--- config.mk ---
export PLATFORM = sky130hd
export DESIGN_NAME = ebi_top
export DESIGN_NICKNAME = d
export VERILOG_FILES = /design/src/rtl/ebi_pkg.sv /design/src/rtl/ebi_top.sv
export SDC_FILE = /design/constraint.sdc
export NUM_CORES = 1
export LEC_CHECK = 0
export BUFFER_PORTS_ARGS = -buffer_cell sky130_fd_sc_hd__buf_2
export CORE_MARGIN = 5
export CORE_UTILIZATION = 53
export DETAILED_ROUTE_END_ITERATION = 8
export HOLD_SLACK_MARGIN = 0.15
export PLACE_DENSITY = 0.95
export SLEW_MARGIN = 15
export SYNTH_ARGS = -nofsm -noshare
export SYNTH_HDL_FRONTEND = slang
export SYNTH_SLANG_ARGS = --single-unit
--- constraint.sdc ---
create_clock -name CLK -period 5.6 [get_ports CLK]
set_clock_uncertainty 0.2 [all_clocks]
set_input_delay 0.56 -clock CLK [delete_from_list [all_inputs] [get_ports CLK]]
set_output_delay 0.56 -clock CLK [all_outputs]
set_load 0.02 [all_outputs]
--- src/rtl/ebi_pkg.sv ---
// Notes on behaviour
// - width pin low sixteen-bit, high eight-bit bus
// - byte-lane scheme: even low strobe, odd high on sixteen-bit bus; eight-bit bus uses the low strobe only
// - single store strobe; upper enable low on odd
// - scheme chosen by input, strobes never mixed
// - bus-release request low enters hold, ack low
// - wait request low stretches the access
// - address latch strobe marks multiplexed address phase
// - eight-bit mux shares address and data low byte
// - sixteen-bit mux shares address one to eight
// - separate mode uses dedicated address and data pins
// - four chip selects decode top address bits
// - boot pin level picks processor mode after reset
// - reset input low holds all state
// - falling edge on nmi pin raises request
// - single-chip clock out: div8, div32, sub
// - pull-ups per nibble, ignored in bus modes
package ebi_pkg;

    // ****************************************
    // geometry
    // ****************************************
    localparam int ADDR_W = 20;
    localparam int DATA_W = 16;
    localparam int CS_NUM = 4;
    localparam int CS_LSB = 18;
    localparam int MUXIN_W = 9;

    // ****************************************
    // encodings
    // ****************************************
    // processor modes
    localparam logic [1:0] MODE_SINGLE = 2'h0;
    localparam logic [1:0] MODE_EXPAND = 2'h1;
    localparam logic [1:0] MODE_MICRO = 2'h3;
    // clock output selections
    localparam logic [1:0] CKO_OFF = 2'h0;
    localparam logic [1:0] CKO_DIV8 = 2'h1;
    localparam logic [1:0] CKO_DIV32 = 2'h2;
    localparam logic [1:0] CKO_SUB = 2'h3;
    // divider ratios and counter taps derived from them
    localparam int DIV8_RATIO = 8;
    localparam int DIV32_RATIO = 32;
    localparam int DIV8_BIT = $clog2(DIV8_RATIO) - 1;
    localparam int DIV32_BIT = $clog2(DIV32_RATIO) - 1;
    localparam int DIV_W = DIV32_BIT + 1;
    // address pins that carry data in the multiplexed modes
    localparam logic [19:0] MUX8_MASK = 20'h0_00ff;
    localparam logic [19:0] MUX16_MASK = 20'h0_01fe;
    localparam logic [19:0] ALL_ADDR = 20'hf_ffff;

    // ****************************************
    // state
    // ****************************************
    typedef enum {ST_IDLE, ST_ADDR, ST_STROBE, ST_DONE, ST_HOLD} ebi_phase_type;

    typedef struct packed {
        ebi_phase_type st;
        logic bclk;
        logic write;
        logic byte8;
        logic mux;
        logic scheme;
        logic [1:0] lane;
        logic odd;
        logic word;
        logic [DATA_W-1:0] wdata;
        logic [DATA_W-1:0] rdata;
        logic resp;
        logic ale;
        logic rd_n;
        logic wra_n;
        logic wrb_n;
        logic ctrl_oe;
        logic [ADDR_W-1:0] addr_out;
        logic [ADDR_W-1:0] addr_oe;
        logic [DATA_W-1:0] data_out;
        logic [1:0] data_oe;
        logic [CS_NUM-1:0] cs_n;
        logic ack_n;
        logic nmi_prev;
        logic nmi_req;
        logic [1:0] mode;
        logic mode_valid;
        logic [DIV_W-1:0] div_cnt;
        logic clk_out;
        logic sub_s1;
        logic sub_s2;
    } ebi_regs_type;

    // ****************************************
    // values after reset
    // ****************************************
    // active-low strobes, selects and ack idle high, nmi_prev high; all else zero
    localparam ebi_regs_type EBI_RESET = '{
        st: ST_IDLE, rd_n: 1'b1, wra_n: 1'b1, wrb_n: 1'b1, cs_n: 4'hf,
        ack_n: 1'b1, nmi_prev: 1'b1, default: '0};

endpackage : ebi_pkg

--- src/rtl/ebi_top.sv ---
`timescale 1ns/1ns
module ebi_top
    import ebi_pkg::*;
#(
    parameter int PULL_GROUPS = 12
)
(
    // clock, reset, enable
    input wire logic CLK,
    input wire logic RESET_N,
    input wire logic CE,
    // straps and configuration levels
    input wire logic BOOT_MODE_PIN,
    input wire logic BYTE_WIDTH_PIN,
    input wire logic SW_EXPAND,
    input wire logic STROBE_SCHEME,
    input wire logic MUX_MODE,
    input wire logic [1:0] CLOCK_OUT_SEL,
    // internal access request
    input wire logic REQ_VALID,
    input wire logic REQ_WRITE,
    input wire logic REQ_WORD,
    input wire logic [ADDR_W-1:0] REQ_ADDR,
    input wire logic [DATA_W-1:0] REQ_WDATA,
    output logic REQ_READY,
    // internal access answer
    output logic RESP_VALID,
    output logic [DATA_W-1:0] RESP_RDATA,
    // address pins
    output logic [ADDR_W-1:0] ADDR_OUT,
    output logic [ADDR_W-1:0] ADDR_OE,
    input wire logic [MUXIN_W-1:0] ADDR_IN,
    // data pins
    output logic [DATA_W-1:0] DATA_OUT,
    output logic [1:0] DATA_OE,
    input wire logic [DATA_W-1:0] DATA_IN,
    // strobes and selects
    output logic LOW_BYTE_STORE_STROBE_N,
    output logic HIGH_BYTE_STORE_STROBE_N,
    output logic RD_N,
    output logic ALE,
    output logic [CS_NUM-1:0] CHIP_SELECT_N,
    output logic CTRL_OE,
    output logic BUS_CLK_OUT,
    // bus release and wait
    input wire logic HOLD_N,
    output logic BUS_RELEASE_ACK_N,
    input wire logic WAIT_REQ_N,
    // nmi
    input wire logic NMI_IN,
    output logic NMI_REQ,
    // clock output pin
    input wire logic SUB_OSC_IN,
    output logic CLOCK_OUT_PIN,
    // processor mode and pull-ups
    output logic [1:0] PROC_MODE,
    input wire logic [PULL_GROUPS-1:0] PULLUP_SEL,
    input wire logic [PULL_GROUPS-1:0] PORT_DIR_IN,
    output logic [PULL_GROUPS-1:0] PULLUP_EN
);

    // ************************************************************
    // elaboration checks
    // ************************************************************
    if (PULL_GROUPS < 1)
    begin : g_bad_groups
        $error("PULL_GROUPS must be at least one");
    end
    if (CS_LSB + $clog2(CS_NUM) != ADDR_W)
    begin : g_bad_cs
        $error("chip select field must reach the top address bit");
    end

    // ************************************************************
    // state and helpers
    // ************************************************************
    ebi_regs_type s; // registered state
    ebi_regs_type next_s; // next state
    logic bus_on; // an external bus mode is active
    logic step; // bus clock falling edge: bus phases advance
    logic [7:0] rd_lo; // low lane as seen at the pins
    logic [7:0] rd_hi; // high lane as seen at the pins
    logic [19:0] mux_mask; // address pins shared with data

    assign bus_on = s.mode_valid && (s.mode != MODE_SINGLE);
    assign step = s.bclk;

    // shared pins depend on the width latched with the access
    always_comb
    begin
        mux_mask = 20'h0_0000;
        if (s.mux)
        begin
            mux_mask = s.byte8 ? MUX8_MASK : MUX16_MASK;
        end
    end

    // read lanes: low lane from shared address pins in mux mode, data pins else; high lane always from data pins
    always_comb
    begin
        rd_hi = DATA_IN[15:8];
        if (s.mux && s.byte8)
        begin
            rd_lo = ADDR_IN[7:0];
        end
        else if (s.mux)
        begin
            rd_lo = ADDR_IN[8:1];
        end
        else
        begin
            rd_lo = DATA_IN[7:0];
        end
    end

    // ************************************************************
    // next state
    // ************************************************************
    always_comb
    begin
        next_s = s;
        next_s.resp = 1'b0;
        next_s.nmi_req = 1'b0;

        // processor mode: boot level caught once after reset release
        if (!s.mode_valid)
        begin
            next_s.mode_valid = 1'b1;
            next_s.mode = BOOT_MODE_PIN ? MODE_MICRO : MODE_SINGLE;
        end
        else if (s.mode != MODE_MICRO)
        begin
            next_s.mode = SW_EXPAND ? MODE_EXPAND : MODE_SINGLE;
        end

        // nmi: high-to-low edge, no enable exists
        next_s.nmi_prev = NMI_IN;
        if (s.nmi_prev && !NMI_IN)
        begin
            next_s.nmi_req = 1'b1;
        end

        // clock output divider and sub clock synchroniser
        next_s.div_cnt = s.div_cnt + 5'h01;
        next_s.sub_s1 = SUB_OSC_IN;
        next_s.sub_s2 = s.sub_s1;
        case (CLOCK_OUT_SEL)
            CKO_DIV8: next_s.clk_out = s.div_cnt[DIV8_BIT];
            CKO_DIV32: next_s.clk_out = s.div_cnt[DIV32_BIT];
            CKO_SUB: next_s.clk_out = s.sub_s2;
            default: next_s.clk_out = 1'b0;
        endcase
        if (s.mode != MODE_SINGLE)
        begin
            next_s.clk_out = 1'b0;
        end

        // bus clock runs at half the core rate in bus modes
        next_s.bclk = bus_on ? ~s.bclk : 1'b0;

        if (!bus_on)
        begin
            // single-chip: bus pins belong to the ports
            next_s.st = ST_IDLE;
            next_s.ctrl_oe = 1'b0;
            next_s.addr_oe = 20'h0_0000;
            next_s.data_oe = 2'h0;
            next_s.cs_n = 4'hf;
            next_s.ack_n = 1'b1;
        end
        else if (step)
        begin
            case (s.st)
                // idle: hold has priority over a new access
                ST_IDLE:
                begin
                    if (!HOLD_N)
                    begin
                        next_s.st = ST_HOLD;
                        next_s.ack_n = 1'b0;
                        next_s.ctrl_oe = 1'b0;
                        next_s.addr_oe = 20'h0_0000;
                        next_s.data_oe = 2'h0;
                    end
                    else
                    begin
                        next_s.ctrl_oe = 1'b1;
                        next_s.addr_oe = ALL_ADDR;
                        if (REQ_VALID)
                        begin
                            next_s.st = ST_ADDR;
                            next_s.write = REQ_WRITE;
                            next_s.byte8 = BYTE_WIDTH_PIN;
                            next_s.mux = MUX_MODE;
                            next_s.scheme = STROBE_SCHEME;
                            next_s.odd = REQ_ADDR[0];
                            next_s.word = REQ_WORD && !BYTE_WIDTH_PIN;
                            // byte lanes: high lane only on a sixteen-bit bus
                            next_s.lane[0] = BYTE_WIDTH_PIN || REQ_WORD || !REQ_ADDR[0];
                            next_s.lane[1] = !BYTE_WIDTH_PIN && (REQ_WORD || REQ_ADDR[0]);
                            if (!BYTE_WIDTH_PIN && !REQ_WORD && REQ_ADDR[0])
                            begin
                                next_s.wdata = {REQ_WDATA[7:0], 8'h00};
                            end
                            else
                            begin
                                next_s.wdata = REQ_WDATA;
                            end
                            next_s.addr_out = REQ_ADDR;
                            next_s.ale = MUX_MODE;
                            next_s.cs_n = ~(4'h1 << REQ_ADDR[ADDR_W-1:CS_LSB]);
                        end
                    end
                end
                // address phase over: strobes go active
                ST_ADDR:
                begin
                    next_s.st = ST_STROBE;
                    next_s.ale = 1'b0;
                    if (s.scheme)
                    begin
                        next_s.wra_n = ~s.write;
                        next_s.wrb_n = ~s.lane[1] & ~(s.byte8 & s.odd);
                    end
                    else
                    begin
                        next_s.wra_n = ~(s.write & s.lane[0]);
                        next_s.wrb_n = ~(s.write & s.lane[1]);
                    end
                    next_s.rd_n = s.write;
                    if (s.write)
                    begin
                        if (s.mux && s.byte8)
                        begin
                            next_s.addr_out[7:0] = s.wdata[7:0];
                            next_s.data_oe = 2'h0;
                        end
                        else if (s.mux)
                        begin
                            next_s.addr_out[8:1] = s.wdata[7:0];
                            next_s.data_out[15:8] = s.wdata[15:8];
                            next_s.data_oe = {s.lane[1], 1'b0};
                        end
                        else
                        begin
                            next_s.data_out = s.wdata;
                            next_s.data_oe = s.lane;
                        end
                    end
                    else
                    begin
                        // reads release the shared pins for the far side
                        next_s.addr_oe = ALL_ADDR & ~mux_mask;
                        next_s.data_oe = 2'h0;
                    end
                end
                // strobe phase: each low wait sample adds a bus cycle
                ST_STROBE:
                begin
                    if (WAIT_REQ_N)
                    begin
                        next_s.st = ST_DONE;
                        next_s.wra_n = 1'b1;
                        next_s.wrb_n = 1'b1;
                        next_s.rd_n = 1'b1;
                        if (s.word)
                        begin
                            next_s.rdata = {rd_hi, rd_lo};
                        end
                        else if (!s.byte8 && s.odd)
                        begin
                            next_s.rdata = {8'h00, rd_hi};
                        end
                        else
                        begin
                            next_s.rdata = {8'h00, rd_lo};
                        end
                    end
                end
                // recovery: selects drop, answer goes out
                ST_DONE:
                begin
                    next_s.st = ST_IDLE;
                    next_s.cs_n = 4'hf;
                    next_s.data_oe = 2'h0;
                    next_s.addr_oe = ALL_ADDR;
                    next_s.addr_out = s.addr_out & ~mux_mask;
                    next_s.resp = 1'b1;
                end
                // hold: pins floated until the request goes away
                ST_HOLD:
                begin
                    if (HOLD_N)
                    begin
                        next_s.st = ST_IDLE;
                        next_s.ack_n = 1'b1;
                        next_s.ctrl_oe = 1'b1;
                        next_s.addr_oe = ALL_ADDR;
                    end
                end
                default:
                begin
                    next_s.st = ST_IDLE;
                end
            endcase
        end
    end

    // ************************************************************
    // state register
    // ************************************************************
    // reset low holds everything at its reset value
    always_ff @(posedge CLK or negedge RESET_N)
    begin
        if (!RESET_N)
        begin
            s <= EBI_RESET;
        end
        else if (CE)
        begin
            s <= next_s;
        end
    end

    // ************************************************************
    // outputs
    // ************************************************************
    // new access taken only at a bus edge in idle without hold
    assign REQ_READY = CE && bus_on && step && (s.st == ST_IDLE) && HOLD_N;
    assign RESP_VALID = s.resp;
    assign RESP_RDATA = s.rdata;
    assign ADDR_OUT = s.addr_out;
    assign ADDR_OE = s.addr_oe;
    assign DATA_OUT = s.data_out;
    assign DATA_OE = s.data_oe;
    assign LOW_BYTE_STORE_STROBE_N = s.wra_n;
    assign HIGH_BYTE_STORE_STROBE_N = s.wrb_n;
    assign RD_N = s.rd_n;
    assign ALE = s.ale;
    assign CHIP_SELECT_N = s.cs_n;
    assign CTRL_OE = s.ctrl_oe;
    assign BUS_CLK_OUT = s.bclk;
    assign BUS_RELEASE_ACK_N = s.ack_n;
    assign NMI_REQ = s.nmi_req;
    assign CLOCK_OUT_PIN = s.clk_out;
    assign PROC_MODE = s.mode;

    // ************************************************************
    // pull-up groups
    // ************************************************************
    // one enable per nibble, off for every group in bus modes
    for (genvar g = 0; g < PULL_GROUPS; g++)
    begin : g_pull
        assign PULLUP_EN[g] = PULLUP_SEL[g] && PORT_DIR_IN[g] && !bus_on;
    end

endmodule : ebi_top

==> impl_metrics.py <==
metrics = {
    "global_route": {
        "grt_max_degree": 59,
        "antenna_found_initial": 0,
        "grt_pass1_vias": 4676,
        "grt_overflow": 0,
        "track_usage_pct": 21.4,
        "grt_pass1_wl_mm": 24.2,
    },
    "cells_and_area": {
        "final_core_util_pct": 60.4,
        "antenna_cells": 0,
        "drive_gt1_share_pct": 40.1,
        "area_growth_pct": 12.4,
        "finalNonFillerCells": 869,
        "final_common_cell": "buf_2",
        "final_cell_mix": "buf_2 (203), dfrtp_1 (100), nand2_1 (80)",
        "nNetsFinal": 824,
    },
    "sta": {
        "finalSetupTns_ps": 0,
        "setup_viol": 0,
        "rsz0062_at_grt": "false",
        "tightest_slew_ps": 1040,
        "finalCritPeriodShare_pct": 48.4,
        "slew_headroom_pct": 31.0,
        "max_freq_ghz": 0.369,
        "finalCriticalPeriod_ps": 2710,
        "final_max_slew_viol_count": 0,
        "hold_viol": 0,
    },
    "setup_path": {
        "required_ps": 5630,
        "cp_num_buf_inv": 0,
        "cp-start-kind": "flop",
        "rr_worst_depth": 4,
        "crit_chain": "nor3b_2, nand2_1, nor3_4, mux2_2",
        "rrSetupSlack_ps": 2890,
        "cp_top_family": "simple AND/OR/NAND/NOR gates",
        "setup.worst_path.end_class": "flop",
        "rr_endpoint": "DATA_OUT[4]",
        "worst-setup-path-type": "reg2reg",
        "r2r-start": "s[123]",
        "critPathLaunch": "s[123]",
        "crit_arrival_ps": 2740,
        "crit_path_top_delay_cell": "nor3b_2",
        "crit_cells": 4,
        "endpoint": "DATA_OUT[4]",
        "critPathMaxStageDelay_ps": 690,
        "cp_max_fo": 18,
    },
    "clocking": {
        "cts_sinks": 110,
        "cts-root-buf": "clkbuf_16",
        "h-tree-depth": 3,
        "clkLatencyLatePin_ps": 350,
        "post_cts.repair.setup_buffers": 0,
        "clockBufferDepth": 2,
        "cts_hold_buffers": 1,
        "path_clk_slew_ps": 80,
        "cts_tree": "yes",
        "cts_made_buffers": 9,
        "ctsResizeCount": 0,
    },
    "synthesis": {
        "async_flop_share_pct": 100,
        "ys.flop_type": "dfrtp_1",
        "synth_seq_area_share_pct": 45.3,
        "yosysWarnings": 0,
        "synth.ff_latch_count": 110,
        "syn-num-nets": 722,
        "synth_top_area_share_pct": 41.4,
        "syn_area_per_cell_um2": 9.86,
        "netlist_top_cells_area": "dfrtp_1 (41%), buf_4 (10%), mux2_2 (8.5%)",
        "yosysTopAreaCell": "dfrtp_1",
        "synth-edff-count": 0,
        "synth.distinct_cells": 58,
        "synth_area_um2": 6110,
        "syn_inst": 619,
    },
    "detailed_routing": {
        "vias": 4773,
        "wire_per_inst_um": 17.0,
        "postRouteAntennaNets": 0,
        "drc": 0,
        "drt_iter0_drc": 394,
        "drtPass1Iterations": 5,
        "wl_mm": 14.8,
        "vias_per_cell": 5.49,
    },
    "hold_path": {
        "hp-class": "in2reg",
        "holdPathStages": 2,
    },
    "placement": {
        "dp.cells": 852,
        "gp_congestion": 0.834,
        "dp_hpwl_mm": 11.2,
        "port_buffers": 204,
    },
    "floorplan": {
        "chipHeight_um": 117,
        "fp.dieW_um": 117,
        "io_pins": 205,
        "start_util_pct": 53.7,
        "num_rows": 39,
        "die_area_um2": 13800,
        "core_um2": 11400,
    },
    "power": {
        "peakVddDrop_mv": 0.211,
        "pwr-share-seq_pct": 47.0,
        "power.density_nw_per_um2": 352,
        "p_leak_nw": 3.56,
        "comb_power_share_pct": 25.8,
        "clockPowerShare_pct": 27.2,
        "internal-power_w": 0.00158,
        "p_switching_w": 0.000831,
        "switching_share_pct": 34.4,
    },
    "run_status": {
        "status": "completed",
    },
    "flow_run": {
        "drv_cap": 0,
    },
}
state kept, by name, indices dropped and copies added, names as in the netlist, 2 cells and up, named ones only:
register	flops
ADDR_OE	4
ADDR_OUT	9
CHIP_SELECT_N	4
DATA_OE	2
DATA_OUT	16
PROC_MODE	2
RESP_RDATA	16
s	35
synthesized netlist by cell type (all sizes together) (4+ instances only):
cell    count
inv        11
o21a        9
nand2      80
dfstp       9
o21ai      57
nand4       7
nor2b       4
a21boi      7
mux2       46
nand4b      7
buf       102
a21oi      22
mux2i      19
nor2       27
and3       21
a31oi      10
clkbuf     15
a211oi     16
dfrtp     101
nor3b       5
nand2b      8
area by class of cell:
class                   count  area, um2
flip-flops and latches    110       2770
inverters                  11       41.3
clock buffers              10        229
fillers                   995       4510
repair buffers            208       1060
multi-input cells         381       2510
clock inverters             6       78.8
well taps                 143        179
power by group through the flow:
stage               clock [W]  combinational [W]  sequential [W]
finish               0.000658           0.000623         0.00113
global route         0.000707           0.000686         0.00116
CTS                  0.000676           0.000633         0.00113
detailed placement          0           0.000631         0.00114
global placement            0           0.000610         0.00113
floorplan                   0           0.000569         0.00107
stage by stage:
| stage | instance area, um2 | total power (W) | setup slack, ps | hold slack (ps) |
|---|---|---|---|---|
| 6_report | 6860 | 0.00242 | 2890 | 223 |
| 5_1_grt | 6860 | 0.00256 | 2570 | 227 |
| 4_1_cts | 6860 | 0.00244 | 2900 | 207 |
| 3_5_place_dp | 6540 | 0.00178 | 2800 | 268 |
| 3_3_place_gp | 6540 | 0.00174 | 2940 | 259 |
| 2_1_floorplan | 6110 | 0.00164 | 3450 | 64.4 |
kinds of logic (layout without fill, tap and decap cells):
kind of cell | after synthesis | count (layout) | share of synthesized area, %
AO/OA/AOI/OAI | 137 | 137 | 14.0
XOR/XNOR | 4 | 4 | 0.574
adder cells (fa/ha/maj) | 1 | 1 | 0.205
buffers and inverters | 128 | 235 | 13.6
flip-flops | 110 | 110 | 45.3
multiplexers | 65 | 65 | 11.6
AND/OR/NAND/NOR | 174 | 174 | 14.7
metal layers:
metal / vias to the layer above / part of all wire [%] / GRT usage (%)
li1: 2292 / - / -
met1: 2280 / 43 / 27.6
met2: 185 / 48 / 35.3
met3: 16 / 7.9 / 6.26
met4: 0 / 1.5 / 5.80
met5: - / 0 / 0
worst reg2reg max path: cells and delay by family (launching register included):
family        cells  cell delay, ps
simple gates      3            1330
flops             1             660
mux               1             400
how the worst min path moves through the flow:
stage	end	startpoint	slack, ps
floorplan	ADDR_OE[0]	RESET_N	60
global placement	CLOCK_OUT_PIN	CLOCK_OUT_PIN	260
detailed placement	s[112]	s[112]	270
finish	s[117]	BYTE_WIDTH_PIN	220
CTS	s[117]	BYTE_WIDTH_PIN	210
global route	flop	REQ_ADDR[16]	230
No activity file was read; power rests on OpenSTA's default activity.
